`config.mk`:
```
export PLATFORM = sky130hd
export DESIGN_NAME = eeprom_ctrl
export DESIGN_NICKNAME = d
export VERILOG_FILES = /design/src/rtl/eeprom_ctrl_pkg.sv /design/src/rtl/eeprom_ctrl.sv
export SDC_FILE = /design/constraint.sdc
export NUM_CORES = 1
export LEC_CHECK = 0
export ABC_CLOCK_PERIOD_IN_PS = 2550
export BUFFER_PORTS_ARGS = -buffer_cell sky130_fd_sc_hd__buf_2
export CORE_MARGIN = 2
export CORE_UTILIZATION = 25
export DETAILED_ROUTE_END_ITERATION = 8
export GPL_TIMING_DRIVEN = 0
export PLACE_DENSITY_LB_ADDON = 0.05
export SYNTH_ARGS = -nofsm -noshare
export SYNTH_HDL_FRONTEND = slang
export SYNTH_SLANG_ARGS = --single-unit
```
`constraint.sdc`:
```
create_clock -name clk -period 2.55 [get_ports clk]
set_input_delay 0.255 -clock clk [delete_from_list [all_inputs] [get_ports clk]]
set_output_delay 0.255 -clock clk [all_outputs]
set_load 0.03 [all_outputs]
```
`src/rtl/eeprom_ctrl_pkg.sv`:
```
// register map, field positions and reset values of the nonvolatile
// array control block; assumes a byte-wide register port, 2-bit address
package eeprom_ctrl_pkg;

  // ----------------------------------------------------------------------
  // register offsets
  // ----------------------------------------------------------------------
  localparam logic [1:0] OFS_MODULE_CONFIG = 2'h0;
  localparam logic [1:0] OFS_BLOCK_PROTECT = 2'h1;
  localparam logic [1:0] OFS_TEST_CONTROL = 2'h2;
  localparam logic [1:0] OFS_PROGRAM_CONTROL = 2'h3;

  // ----------------------------------------------------------------------
  // field positions
  // ----------------------------------------------------------------------
  // module_config
  localparam int BIT_WAIT_CLOCK_STOP = 7;
  localparam int BIT_PROTECT_WRITE_LOCK = 1;
  localparam int BIT_PUMP_OSC_SELECT = 0;
  // block_protect: region_protect_bits in 4:0
  localparam int NUM_REGIONS = 5;
  // test_control
  localparam int BIT_ODD_ROW_BULK = 7;
  localparam int BIT_EVEN_ROW_BULK = 6;
  localparam int BIT_MARGIN_TEST = 5;
  localparam int BIT_PUMP_DISABLE = 4;
  localparam int BIT_PUMP_RAMP_DISABLE = 3;
  localparam int BIT_PUMP_MONITOR = 2;
  // program_control
  localparam int BIT_BULK_PROTECT = 7;
  localparam int BIT_BYTE_SEL = 4;
  localparam int BIT_ROW_SEL = 3;
  localparam int BIT_ERASE = 2;
  localparam int BIT_LATCH_CONTROL = 1;
  localparam int BIT_PROG_VOLTAGE_ENABLE = 0;

  // ----------------------------------------------------------------------
  // reset values and writable masks
  // ----------------------------------------------------------------------
  localparam logic [7:0] RST_MODULE_CONFIG = 8'h00;
  localparam logic [7:0] RST_BLOCK_PROTECT = 8'h1f;
  localparam logic [7:0] RST_TEST_CONTROL = 8'h00;
  localparam logic [7:0] RST_PROGRAM_CONTROL = 8'h00;
  localparam logic [7:0] MASK_MODULE_CONFIG = 8'h83;
  localparam logic [7:0] MASK_BLOCK_PROTECT = 8'h1f;
  localparam logic [7:0] MASK_TEST_CONTROL = 8'hfc;

  // ----------------------------------------------------------------------
  // array map, byte offsets inside the 768-byte array
  // ----------------------------------------------------------------------
  localparam logic [9:0] REGION4_BASE = 10'h000;
  localparam logic [9:0] REGION3_BASE = 10'h100;
  localparam logic [9:0] REGION2_BASE = 10'h200;
  localparam logic [9:0] REGION1_BASE = 10'h280;
  localparam logic [9:0] REGION0_BASE = 10'h2c0;
  localparam logic [9:0] ARRAY_END = 10'h300;
  localparam int ROW_ADDR_LSB = 5;

  // erase scope driven to the array
  typedef enum logic [1:0] {
    SCOPE_PROGRAM = 2'h0,
    SCOPE_BULK = 2'h1,
    SCOPE_ROW = 2'h2,
    SCOPE_BYTE = 2'h3
  } scope_type;

endpackage : eeprom_ctrl_pkg

```
`src/rtl/eeprom_ctrl.sv`:
```
// control logic of the byte-alterable nonvolatile array: registers,
// address/data latching, protection interlocks and pump controls;
// assumes cpu-clocked wait/stop/array strobes, special_mode_n from a pin
//
// What this block does
// - wait_clock_stop gates module clock in wait
// - lock bit readable; once normal, free special
// - pump_osc_select picks oscillator, else osc halted
// - protect bits writable only unlocked, no voltage
// - five region bits refuse program and erase
// - test register writable special only, else zero
// - odd/even test bits bulk-select physical rows
// - margin bit puts operations in margin test
// - pump_disable keeps the charge pump off
// - pump_ramp_disable bypasses the controlled ramp
// - pump_monitor routes pump voltage to pin
// - bulk_protect refuses bulk and row erase
// - byte/row select bulk, row or byte erase
// - select bits ignored while erase is clear
// - byte erase acts on latched location only
// - latch_control blocks reads, latches next write
// - voltage enable needs latch already set
// - voltage on freezes control and protect bits
// - voltage on ignores array writes, latches hold
// - select, erase, latch bits writable in any order
// - stop removes voltage, keeps enable, restores after
// - misaligned word latches lower byte only
//
// Strobed register access and the register addresses were left to the implementer.
`timescale 1ns/1ps
`default_nettype none

module eeprom_ctrl
  import eeprom_ctrl_pkg::*;
(
  input wire logic clk,
  input wire logic rst,
  input wire logic [1:0] reg_addr,
  input wire logic [7:0] reg_wdata,
  input wire logic reg_wr,
  input wire logic reg_rd,
  output logic [7:0] reg_rdata,
  input wire logic special_mode_n,
  input wire logic wait_mode,
  input wire logic stop_mode,
  input wire logic arr_wr,
  input wire logic arr_word,
  input wire logic [9:0] arr_addr,
  input wire logic [15:0] arr_wdata,
  output logic arr_read_en,
  output logic [9:0] latched_addr,
  output logic [15:0] latched_data,
  output logic latched_word,
  output logic [1:0] erase_scope,
  output logic hv_request,
  output logic pump_on,
  output logic pump_ramp_en,
  output logic pump_clk_osc,
  output logic osc_run,
  output logic pump_monitor_out,
  output logic margin_test_out,
  output logic odd_row_bulk_out,
  output logic even_row_bulk_out,
  output logic module_clk_en
);

  // ----------------------------------------------------------------------
  // helpers
  // ----------------------------------------------------------------------
  // one-hot region of a byte offset, bit i matches region_protect_bits[i]
  function automatic logic [4:0] region_of(input logic [9:0] a);
    logic [4:0] r;
    r = 5'h00;
    if (a >= REGION0_BASE && a < ARRAY_END) r[0] = 1'b1;
    else if (a >= REGION1_BASE) r[1] = 1'b1;
    else if (a >= REGION2_BASE) r[2] = 1'b1;
    else if (a >= REGION3_BASE) r[3] = 1'b1;
    else if (a >= REGION4_BASE) r[4] = 1'b1;
    return r;
  endfunction : region_of

  // ----------------------------------------------------------------------
  // mode pin synchroniser
  // ----------------------------------------------------------------------
  logic special_mode_n_meta_r;
  logic special_mode_n_r;
  always_ff @(posedge clk or posedge rst) begin
    if (rst) begin
      special_mode_n_meta_r <= 1'b1;
      special_mode_n_r <= 1'b1;
    end else begin
      special_mode_n_meta_r <= special_mode_n;
      special_mode_n_r <= special_mode_n_meta_r;
    end
  end

  // ----------------------------------------------------------------------
  // register state
  // ----------------------------------------------------------------------
  logic wait_stop_r;
  logic lock_r;
  logic lock_written_r;
  logic osc_sel_r;
  logic [4:0] bprot_r;
  logic [7:0] test_r;
  logic bulk_protect_r;
  logic byte_r;
  logic row_r;
  logic erase_r;
  logic latch_r;
  logic pgm_r;
  logic latched_valid_r;
  logic [9:0] laddr_r;
  logic [15:0] ldata_r;
  logic lword_r;

  logic wr_cfg;
  logic wr_prot;
  logic wr_test;
  logic wr_prog;
  assign wr_cfg = reg_wr && reg_addr == OFS_MODULE_CONFIG;
  assign wr_prot = reg_wr && reg_addr == OFS_BLOCK_PROTECT;
  assign wr_test = reg_wr && reg_addr == OFS_TEST_CONTROL;
  assign wr_prog = reg_wr && reg_addr == OFS_PROGRAM_CONTROL;

  // module configuration
  always_ff @(posedge clk or posedge rst) begin
    if (rst) begin
      wait_stop_r <= RST_MODULE_CONFIG[BIT_WAIT_CLOCK_STOP];
      osc_sel_r <= RST_MODULE_CONFIG[BIT_PUMP_OSC_SELECT];
      lock_r <= RST_MODULE_CONFIG[BIT_PROTECT_WRITE_LOCK];
      lock_written_r <= 1'b0;
    end else if (wr_cfg) begin
      wait_stop_r <= reg_wdata[BIT_WAIT_CLOCK_STOP];
      osc_sel_r <= reg_wdata[BIT_PUMP_OSC_SELECT];
      // normal modes get a single shot at the lock
      if (!special_mode_n_r || !lock_written_r) begin
        lock_r <= reg_wdata[BIT_PROTECT_WRITE_LOCK];
      end
      if (special_mode_n_r) begin
        lock_written_r <= 1'b1;
      end
    end
  end

  // block protect and bulk protect share one write condition
  logic prot_open;
  assign prot_open = !lock_r && !pgm_r;

  always_ff @(posedge clk or posedge rst) begin
    if (rst) begin
      bprot_r <= RST_BLOCK_PROTECT[4:0];
    end else if (wr_prot && prot_open) begin
      bprot_r <= reg_wdata[4:0];
    end
  end

  // test register, cleared whenever the part runs in a normal mode
  always_ff @(posedge clk or posedge rst) begin
    if (rst) begin
      test_r <= RST_TEST_CONTROL;
    end else if (special_mode_n_r) begin
      test_r <= 8'h00;
    end else if (wr_test) begin
      test_r <= reg_wdata & MASK_TEST_CONTROL;
    end
  end

  // program control
  always_ff @(posedge clk or posedge rst) begin
    if (rst) begin
      bulk_protect_r <= RST_PROGRAM_CONTROL[BIT_BULK_PROTECT];
      byte_r <= RST_PROGRAM_CONTROL[BIT_BYTE_SEL];
      row_r <= RST_PROGRAM_CONTROL[BIT_ROW_SEL];
      erase_r <= RST_PROGRAM_CONTROL[BIT_ERASE];
      latch_r <= RST_PROGRAM_CONTROL[BIT_LATCH_CONTROL];
      pgm_r <= RST_PROGRAM_CONTROL[BIT_PROG_VOLTAGE_ENABLE];
    end else if (wr_prog) begin
      if (prot_open) begin
        bulk_protect_r <= reg_wdata[BIT_BULK_PROTECT];
      end
      if (!pgm_r) begin
        byte_r <= reg_wdata[BIT_BYTE_SEL];
        row_r <= reg_wdata[BIT_ROW_SEL];
        erase_r <= reg_wdata[BIT_ERASE];
        latch_r <= reg_wdata[BIT_LATCH_CONTROL];
      end
      // enable only rises on a latch that was set before this write
      pgm_r <= reg_wdata[BIT_PROG_VOLTAGE_ENABLE] && latch_r;
    end
  end

  // ----------------------------------------------------------------------
  // address and data latches
  // ----------------------------------------------------------------------
  logic take_write;
  assign take_write = arr_wr && latch_r && !pgm_r;

  always_ff @(posedge clk or posedge rst) begin
    if (rst) begin
      laddr_r <= 10'h000;
      ldata_r <= 16'h0000;
      lword_r <= 1'b0;
      latched_valid_r <= 1'b0;
    end else begin
      if (take_write) begin
        laddr_r <= arr_addr;
        // a misaligned word keeps only its lower byte
        if (arr_word && !arr_addr[0]) begin
          ldata_r <= arr_wdata;
          lword_r <= 1'b1;
        end else begin
          ldata_r <= {8'h00, arr_wdata[7:0]};
          lword_r <= 1'b0;
        end
        latched_valid_r <= 1'b1;
      end else if (!latch_r) begin
        latched_valid_r <= 1'b0;
      end
    end
  end

  // ----------------------------------------------------------------------
  // erase scope and protection
  // ----------------------------------------------------------------------
  scope_type scope;
  always_comb begin
    if (!erase_r) scope = SCOPE_PROGRAM;
    else if (byte_r) scope = SCOPE_BYTE;
    else if (row_r) scope = SCOPE_ROW;
    else scope = SCOPE_BULK;
  end

  logic bulk_rows;
  assign bulk_rows = test_r[BIT_ODD_ROW_BULK] || test_r[BIT_EVEN_ROW_BULK];

  logic [4:0] hit;
  logic refused;
  always_comb begin
    hit = region_of(laddr_r);
    // a bulk operation reaches every region
    if (scope == SCOPE_BULK || bulk_rows) hit = 5'h1f;
    refused = |(hit & bprot_r);
    if (bulk_protect_r && (scope == SCOPE_BULK || scope == SCOPE_ROW)) begin
      refused = 1'b1;
    end
  end

  // stop drops the voltage but leaves the enable bit standing
  logic hv_nxt;
  assign hv_nxt = pgm_r && latched_valid_r && !refused && !stop_mode;

  // ----------------------------------------------------------------------
  // registered outputs
  // ----------------------------------------------------------------------
  always_ff @(posedge clk or posedge rst) begin
    if (rst) begin
      hv_request <= 1'b0;
      pump_on <= 1'b0;
      pump_ramp_en <= 1'b0;
      pump_clk_osc <= 1'b0;
      osc_run <= 1'b0;
      pump_monitor_out <= 1'b0;
      margin_test_out <= 1'b0;
      odd_row_bulk_out <= 1'b0;
      even_row_bulk_out <= 1'b0;
      module_clk_en <= 1'b1;
      arr_read_en <= 1'b1;
      erase_scope <= SCOPE_PROGRAM;
    end else begin
      hv_request <= hv_nxt;
      pump_on <= hv_nxt && !test_r[BIT_PUMP_DISABLE];
      pump_ramp_en <= !test_r[BIT_PUMP_RAMP_DISABLE];
      pump_clk_osc <= osc_sel_r;
      osc_run <= osc_sel_r && !stop_mode;
      pump_monitor_out <= test_r[BIT_PUMP_MONITOR];
      margin_test_out <= test_r[BIT_MARGIN_TEST];
      odd_row_bulk_out <= test_r[BIT_ODD_ROW_BULK];
      even_row_bulk_out <= test_r[BIT_EVEN_ROW_BULK];
      module_clk_en <= !(wait_mode && wait_stop_r);
      arr_read_en <= !latch_r;
      erase_scope <= scope;
    end
  end

  assign latched_addr = laddr_r;
  assign latched_data = ldata_r;
  assign latched_word = lword_r;

  // ----------------------------------------------------------------------
  // register read port
  // ----------------------------------------------------------------------
  logic [7:0] rd_mux;
  always_comb begin
    rd_mux = 8'h00;
    case (reg_addr)
      OFS_MODULE_CONFIG: begin
        rd_mux[BIT_WAIT_CLOCK_STOP] = wait_stop_r;
        rd_mux[BIT_PROTECT_WRITE_LOCK] = lock_r;
        rd_mux[BIT_PUMP_OSC_SELECT] = osc_sel_r;
      end
      OFS_BLOCK_PROTECT: rd_mux[4:0] = bprot_r;
      OFS_TEST_CONTROL: rd_mux = test_r;
      OFS_PROGRAM_CONTROL: begin
        rd_mux[BIT_BULK_PROTECT] = bulk_protect_r;
        rd_mux[BIT_BYTE_SEL] = byte_r;
        rd_mux[BIT_ROW_SEL] = row_r;
        rd_mux[BIT_ERASE] = erase_r;
        rd_mux[BIT_LATCH_CONTROL] = latch_r;
        rd_mux[BIT_PROG_VOLTAGE_ENABLE] = pgm_r;
      end
      default: rd_mux = 8'h00;
    endcase
  end

  // data stands only in the cycle after the strobe
  always_ff @(posedge clk or posedge rst) begin
    if (rst) begin
      reg_rdata <= 8'h00;
    end else begin
      reg_rdata <= reg_rd ? rd_mux : 8'h00;
    end
  end

  // ----------------------------------------------------------------------
  // checks
  // ----------------------------------------------------------------------
  AST_WAIT_GATE: assert property (@(posedge clk) disable iff (rst)
    wait_mode && wait_stop_r |=> !module_clk_en)
    else $error("module clock not gated in wait");
  AST_LOCK_ONCE: assert property (@(posedge clk) disable iff (rst)
    wr_cfg && special_mode_n_r && lock_written_r |=> $stable(lock_r))
    else $error("lock changed by second normal write");
  AST_OSC_SEL: assert property (@(posedge clk) disable iff (rst)
    !osc_sel_r ##1 !osc_sel_r |-> !osc_run && !pump_clk_osc)
    else $error("oscillator runs while not selected");
  AST_PROT_HOLD: assert property (@(posedge clk) disable iff (rst)
    (lock_r || pgm_r) |=> $stable(bprot_r))
    else $error("protect bits moved while frozen");
  AST_REGION_REFUSE: assert property (@(posedge clk) disable iff (rst)
    |(region_of(laddr_r) & bprot_r) |=> !hv_request)
    else $error("voltage on a protected region");
  AST_TEST_ZERO: assert property (@(posedge clk) disable iff (rst)
    special_mode_n_r |=> test_r == 8'h00)
    else $error("test bits set in normal mode");
  AST_PUMP_OFF: assert property (@(posedge clk) disable iff (rst)
    test_r[BIT_PUMP_DISABLE] |=> !pump_on)
    else $error("pump on while disabled");
  AST_BULK_PROT: assert property (@(posedge clk) disable iff (rst)
    bulk_protect_r && erase_r && !byte_r |=> !hv_request)
    else $error("bulk or row erase despite protection");
  AST_READ_BLOCK: assert property (@(posedge clk) disable iff (rst)
    latch_r |=> !arr_read_en)
    else $error("array readable while latched");
  AST_PGM_NEEDS_LATCH: assert property (@(posedge clk) disable iff (rst)
    !latch_r && !pgm_r |=> !pgm_r)
    else $error("enable rose without latch");
  AST_FREEZE: assert property (@(posedge clk) disable iff (rst)
    pgm_r |=> $stable({byte_r, row_r, erase_r, latch_r, bulk_protect_r}))
    else $error("control bits moved under voltage");
  AST_LATCH_HOLD: assert property (@(posedge clk) disable iff (rst)
    pgm_r |=> $stable({laddr_r, ldata_r, lword_r}))
    else $error("latches changed under voltage");
  AST_STOP_HV: assert property (@(posedge clk) disable iff (rst)
    stop_mode |=> !hv_request && !osc_run)
    else $error("voltage or oscillator kept in stop");
  AST_MISALIGN: assert property (@(posedge clk) disable iff (rst)
    take_write && arr_word && arr_addr[0] |=> !lword_r && ldata_r[15:8] == 8'h00)
    else $error("misaligned word latched whole");

endmodule : eeprom_ctrl

`default_nettype wire

```
==> results.ini, run 1 <==
[clock_tree]
cts_buffer_depth = 2
clock_latency_ns = 0.32
clk_pin_slew_ns = 0.05
cts_tree = yes
cts_made_buffers = 9
cts.sinks = 72
htreeDepth = 3
clock-root-buffer = clkbuf_16

[critical_path]
slowest_delay_ns = 0.45
reg2reg_depth = 7
worst_path_max_delay_cell = a2111o_1
r2r-end = pump_on$_DFF_PP0_
crit_type = reg2reg
worstPathRequired_ns = 2.80
end_kind = flip-flop
r2r-start = byte_r$_DFFE_PP0P_
worst-path-max-fanout = 4
r2r_slack_ns = 0.70
path_cells = inv_1, a21boi_0, ha_1, nor3_4, o21ai_2, a2111o_1, nor3_2
worstPathArrival_ns = 2.10
start_kind = flip-flop

[logic_synthesis]
synth-seq-area-share_pct = 63.1
synth_area_per_cell_um2 = 12.8
synth-seq-cells = 72
ys_warn_count = 0
syn_inst = 224
netlist_area_um2 = 2870
synth_cell_types = 35
synth_fp_nets = 270

[sta]
finalSetupTns_ns = 0
hold_slack_ns = 0.0293
setup_viol = 0
worst_clock_skew_ns = 0.00286
rsz0062_at_grt = no
finalCritPeriodShare_pct = 72.6
hold_viol = 0
fin_crit_ns = 1.85
fmax_ghz = 0.540
finalMaxSlewViolations = 0
tightest_slew_ns = 0.501
relSlewSlack_pct = 66.6

[die]
dieArea_um2 = 12400
core_area_um2 = 11300
row_count = 39
io_pins = 93
die_width_um = 111
fp.dieH_um = 111
initial_core_util_pct = 25.4

[placed_design]
place_area_um2 = 3530
gp_congestion = 0.703
port-buffer-count = 92
place_inst = 460
dpl.hpwl_um = 5040

[finish]
final_area_um2 = 3820
antenna_cells = 0
fin_cells = 477
nets = 375
layout-drive-gt1-share_pct = 49.4
syn2layout_area_growth_pct = 33.2

[drt]
remaining_drc_errors = 0
firstDrtPassIters = 4
wl_um = 6980
vias = 2054
viasPerCell = 4.31
ant_nets = 0
drtIter0Drc = 36
wl_per_cell_um = 14.6

[run_status]
status = completed

[power_and_ir_drop]
cellLeakagePower_uw = 0.00183
seq_power_share_pct = 40.4
p_int_uw = 2710
p_switching_uw = 1410
p_clk_share_pct = 28.7
pwr-share-comb_pct = 30.9
ir_drop_mv = 0.412
power-per-cell-area_nw_per_um2 = 1080
swShare_pct = 34.2

[worst_hold_path]
min_to = special_mode_n_meta_r$_DFF_PP1_
hold_path.class = in2reg
hold_depth = 1
hp-start = special_mode_n

[global_route]
grt_pass1_wl_um = 11600
grt_max_degree = 39
grt_util_all_layers_pct = 12.1
antenna_found_initial = 0
overflow = 0
grt_pass1_vias = 2163

[job]
maxCapViolCount = 0

==> worst max-delay path: cells and delay by family, from the launching register on <==
family,cells,cell delay (ns)
buf+inv,1,0.06
simple gates,2,0.37
flops,1,0.41
fa+ha+maj,1,0.26
compound gates,3,0.67
==> registers in the layout (all words and copies together) (netlist names), 2 cells and up <==
name	flops
latched_data	16
latched_addr	10
reg_rdata	8
test_r	6
bprot_r	5
erase_scope	2
==> power by group through the flow <==
stage / logic (uW) / registers (uW) / clock network, uW
global placement: 1280 / 1680 / 0
detailed placement: 1290 / 1680 / 0
CTS: 1300 / 1670 / 1230
global route: 1370 / 1720 / 1270
finish: 1270 / 1660 / 1180
floorplan: 494 / 2070 / 0
==> cells in the mapped netlist, drive strengths merged <==
cell type / number / area share (%)
nand2: 31 / 4.1
nand2b: 1 / 0.22
nor2b: 11 / 2.4
nand3: 8 / 1.4
a2bb2oi: 1 / 0.31
dfstp: 9 / 8.2
o21ai: 12 / 2.2
inv: 5 / 0.65
nand4b: 1 / 0.31
dfrtp: 63 / 55
o32ai: 1 / 0.31
buf: 9 / 2.0
mux2i: 1 / 0.35
and2: 2 / 0.44
a2111o: 1 / 0.39
and3: 2 / 0.48
a21oi: 8 / 1.4
a22oi: 5 / 1.3
clkbuf: 2 / 0.26
a21o: 1 / 0.26
nor3: 3 / 1.1
and4b: 1 / 0.35
ha: 1 / 0.44
o21a: 1 / 0.26
mux2: 38 / 15
a21boi: 1 / 0.26
nand3b: 1 / 0.26
nor2: 4 / 0.52
==> placed cells by master (no fill, tap or decap), types with 3 or more instances in the layout <==
master and instances:
nor2_1 4, o21ai_0 11, nand2_1 31, dfstp_2 9, dfrtp_1 63, clkbuf_8 3
inv_1 4, mux2_2 38, clkbuf_16 9, a22oi_1 5, nand3_1 8, nor2b_1 11
clkbuf_1 6, buf_2 97, a21oi_1 8
==> kinds of logic after synthesis <==
logic type	Yosys count	share of synthesized area [%]
DFF	72	63.1
and+or+nand+nor	65	11.5
muxes	39	15.3
AOI/OAI and AO/OA	31	6.71
buffers and inverters	16	2.96
adders and majority gates	1	0.436
==> metrics by stage <==
stage | power (uW) | setup slack [ns] | utilization (%)
2_1_floorplan | 2560 | 0.485 | -
3_3_place_gp | 2960 | -0.668 | 31.0
3_5_place_dp | 2980 | 0.679 | 31.2
4_1_cts | 4190 | 0.669 | 33.8
5_1_grt | 4360 | 0.535 | 33.8
6_report | 4120 | 0.698 | 33.8
==> layout make-up <==
cell class	count	area [um^2]
fill	1178	7500
clock buffer	16	282
tap	143	179
multi-input combinational	136	973
inverter	5	21.3
sequential	72	1810
buffer	11	66.3
timing repair buffer	94	490
==> routing by layer <==
layer / vias to the layer above / share of wire [%] / GRT usage [%]
met1: 1009 / 46 / 16.2
met2: 53 / 47 / 18.4
met5: - / 0 / 0
met3: 11 / 4.3 / 2.79
met4: 0 / 2.2 / 6.26
li1: 981 / - / -
==> worst max-delay path by stage <==
stage / endpoint / start / slack, ns
global placement: erase_scope[1]$_DFF_PP0_ / rst / -0.67
global route: pump_on$_DFF_PP0_ / byte_r$_DFFE_PP0P_ / 0.54
CTS: pump_on$_DFF_PP0_ / byte_r$_DFFE_PP0P_ / 0.67
finish: pump_on$_DFF_PP0_ / byte_r$_DFFE_PP0P_ / 0.70
detailed placement: pump_on$_DFF_PP0_ / byte_r$_DFFE_PP0P_ / 0.68
floorplan: bulk_protect_r$_DFFE_PP0P_ / rst / 0.48
==> repair_timing <==
action,4_1_cts,5_1_grt
gates resized for setup,0,0
hold buffers,1,0
setup buffers,0,0
hold endpoints to repair,32,0
setup endpoints to repair,0,0
(Power assumes the default switching activity.)
==> run 2, diff against run 1 <==
- ABC_AREA: default -> 1
- ABC_CLOCK_PERIOD_IN_PS: 2550 -> 1500
- clock period: 2.55 -> 1.5 ns (I/O delays scaled with it)
==> run 2 against run 1 <==
Against the previous run:
- die area fell by 1.2%
- critical path type unchanged
- clock skew up 0.0050 ns
- first-iteration DRC count up 130%
==> results.ini, run 2 <==
[drt]
ant_nets = 0
wl_per_cell_um = 13.3
drtIter0Drc = 83
wl_um = 7190
firstDrtPassIters = 4
viasPerCell = 4.20
remaining_drc_errors = 0
vias = 2275

[worst_hold_path]
hold_path.class = in2reg
min_to = latched_addr[5]$_DFFE_PP0P_
hp-start = arr_addr[5]
hold_depth = 3

[power_and_ir_drop]
pwr-share-comb_pct = 28.3
p_switching_uw = 2550
ir_drop_mv = 0.739
p_int_uw = 4910
p_clk_share_pct = 35.2
cellLeakagePower_uw = 0.00213
swShare_pct = 34.2
seq_power_share_pct = 36.5
power-per-cell-area_nw_per_um2 = 1880
power_uw = 7460

[sta]
setup_viol = 0
tightest_slew_ns = 0.624
fin_crit_ns = 1.48
relSlewSlack_pct = 58.3
fmax_ghz = 0.676
finalMaxSlewViolations = 0
worst_clock_skew_ns = 0.00785
rsz0062_at_grt = yes
finalCritPeriodShare_pct = 98.6
hold_viol = 0

[logic_synthesis]
synth_area_leader_cell = dfrtp_1
synth-seq-area-share_pct = 63.9
netlist.area_leader.share_pct = 55.6
synth-seq-cells = 72
netlist_area_um2 = 2840
synth.area.top_cells = dfrtp_1, nand2_1, dfstp_2
synth_edf_count = 0
synth_ff_type = dfrtp_1
ys_warn_count = 0
synth-async-reset-ratio_pct = 100
synth_fp_nets = 332
synth_cell_types = 26
synth_common_cells = nand2_1, dfrtp_1, inv_1
synth_area_per_cell_um2 = 9.91
yosys.cell_count.top_type = nand2_1
syn_inst = 286

[finish]
final_area_um2 = 3970
mostFrequentLayoutCells = buf_2, nand2_1, dfrtp_1, inv_1, o21ai_0
layout-drive-gt1-share_pct = 35.3
nets = 443
largest_register_ffs = 16
mostFrequentLayoutCell = buf_2
antenna_cells = 0
syn2layout_area_growth_pct = 40.1

[critical_path]
slowest_delay_ns = 0.36
reg2reg_depth = 9
r2r_slack_ns = 0.02
r2r-start = row_r$_DFFE_PP0P_
r2r-end = pump_on$_DFF_PP0_
crit_type = reg2reg
end_kind = flip-flop
worstPathRequired_ns = 1.77
worst_path_max_delay_cell = dfrtp_1
path_common_cell = a21oi_2
worst-path-max-fanout = 3
worstPathArrival_ns = 1.74
start_kind = flip-flop
path_cells = inv_2, a21oi_2, inv_1, ha_2, nor3_4, nand2_1, a21oi_2, nand2_2, nor2_2

[global_route]
antenna_found_initial = 0
grt_pass1_wl_um = 12000
grt_pass1_vias = 2336
overflow = 0
grt_util_all_layers_pct = 12.5
grt_max_degree = 28

[clock_tree]
clock_latency_ns = 0.33
clock-root-buffer = clkbuf_16
cts_tree = yes
clk_pin_slew_ns = 0.06
htreeDepth = 3
cts_buffer_depth = 2
cts_made_buffers = 9
cts.sinks = 72

[placed_design]
dpl.hpwl_um = 5260
gp_congestion = 0.687
port-buffer-count = 91
place_area_um2 = 3520

[die]
row_count = 38
fp.dieH_um = 110
io_pins = 93
die_width_um = 110
initial_core_util_pct = 25.9
core_area_um2 = 10900
dieArea_um2 = 12200

[run_status]
status = completed

[job]
maxCapViolCount = 0

## run 2: cell types whose count changed in the layout (fill, tap and decap cells not counted), moves of 6 or more
| cell | before | now |
|---|---|---|
| buf_2 | 97 | 91 |
| nor2_1 | 4 | 14 |
| o21ai_0 | 11 | 22 |
| o22ai_1 | 0 | 9 |
| a32o_1 | 0 | 8 |
| nor2b_1 | 11 | 0 |
| inv_1 | 4 | 41 |
| nand2_1 | 31 | 78 |
| mux2_2 | 38 | 0 |
## run 2: worst max-delay path by stage
stage,start,endpoint,cells after the start
floorplan,byte_r$_DFFE_PP0P_,pump_on$_DFF_PP0_,11
global placement,byte_r$_DFFE_PP0P_,pump_on$_DFF_PP0_,9
detailed placement,byte_r$_DFFE_PP0P_,pump_on$_DFF_PP0_,9
CTS,row_r$_DFFE_PP0P_,pump_on$_DFF_PP0_,9
global route,byte_r$_DFFE_PP0P_,pump_on$_DFF_PP0_,9
finish,row_r$_DFFE_PP0P_,pump_on$_DFF_PP0_,9
## run 2: final cells by class
class                   instances  area [um^2]
inverters                      47          180
plain buffers                   5         41.3
well taps                     140          175
flip-flops and latches         72         1810
repair buffers                100          568
clock buffers                  10          229
fillers                      1174         6960
clock inverters                 6          133
multi-input cells             162          833
## run 2: cells by family after synthesis
family / count (synthesis) / share of synthesized area [%]
buffers and inverters: 52 / 7.68
AND/OR/NAND/NOR: 111 / 16.6
flip-flops: 72 / 63.9
adder cells (fa/ha/maj): 1 / 0.441
AO/OA/AOI/OAI: 50 / 11.3
## run 2: timing repair
action / in CTS / in global routing
setup endpoints to repair: 2 / 2
pin swaps: 5 / 4
gates resized for setup: 5 / 6
gates cloned: 0 / 0
endpoints found under the hold margin: 25 / 0
hold buffers: 5 / 0
buffers inserted: 1 / 1
## run 2: power groups by stage
stage / Combinational, uW / Clock (uW) / Sequential, uW
floorplan: 716 / 0 / 3410
global placement: 2040 / 0 / 2740
detailed placement: 2070 / 0 / 2740
CTS: 2110 / 2690 / 2730
global route: 2330 / 2780 / 2800
finish: 2110 / 2630 / 2720
## run 2: per-stage QoR
stage               setup slack [ns]  std cells  TNS (ns)  hold slack, ns  util [%]
global route                  -0.129        542    -0.219          0.0163      36.3
floorplan                     0.0738        286         0           0.154         -
global placement              -0.247        517     -6.67           0.257      31.7
finish                        0.0207        542         0          0.0129      36.3
detailed placement            -0.271        519    -0.502           0.257      32.2
CTS                          0.00589        541         0         0.00272      36.2
## run 2: worst max-delay path: cells and delay by family, from the launching register on
kind / cells / cell delay (ns)
AOI/OAI and AO/OA: 2 / 0.27
and+or+nand+nor: 4 / 0.49
adders and majority gates: 1 / 0.19
DFF: 1 / 0.36
buffers and inverters: 2 / 0.11
## run 2: metal layers
layer / track usage (%) / vias up / routed length [um]
met5: 0 / - / 0
met4: 5.00 / 0 / 126
met3: 4.50 / 10 / 489
met2: 18.9 / 70 / 3120
met1: 16.3 / 1055 / 3450
li1: - / 1140 / -
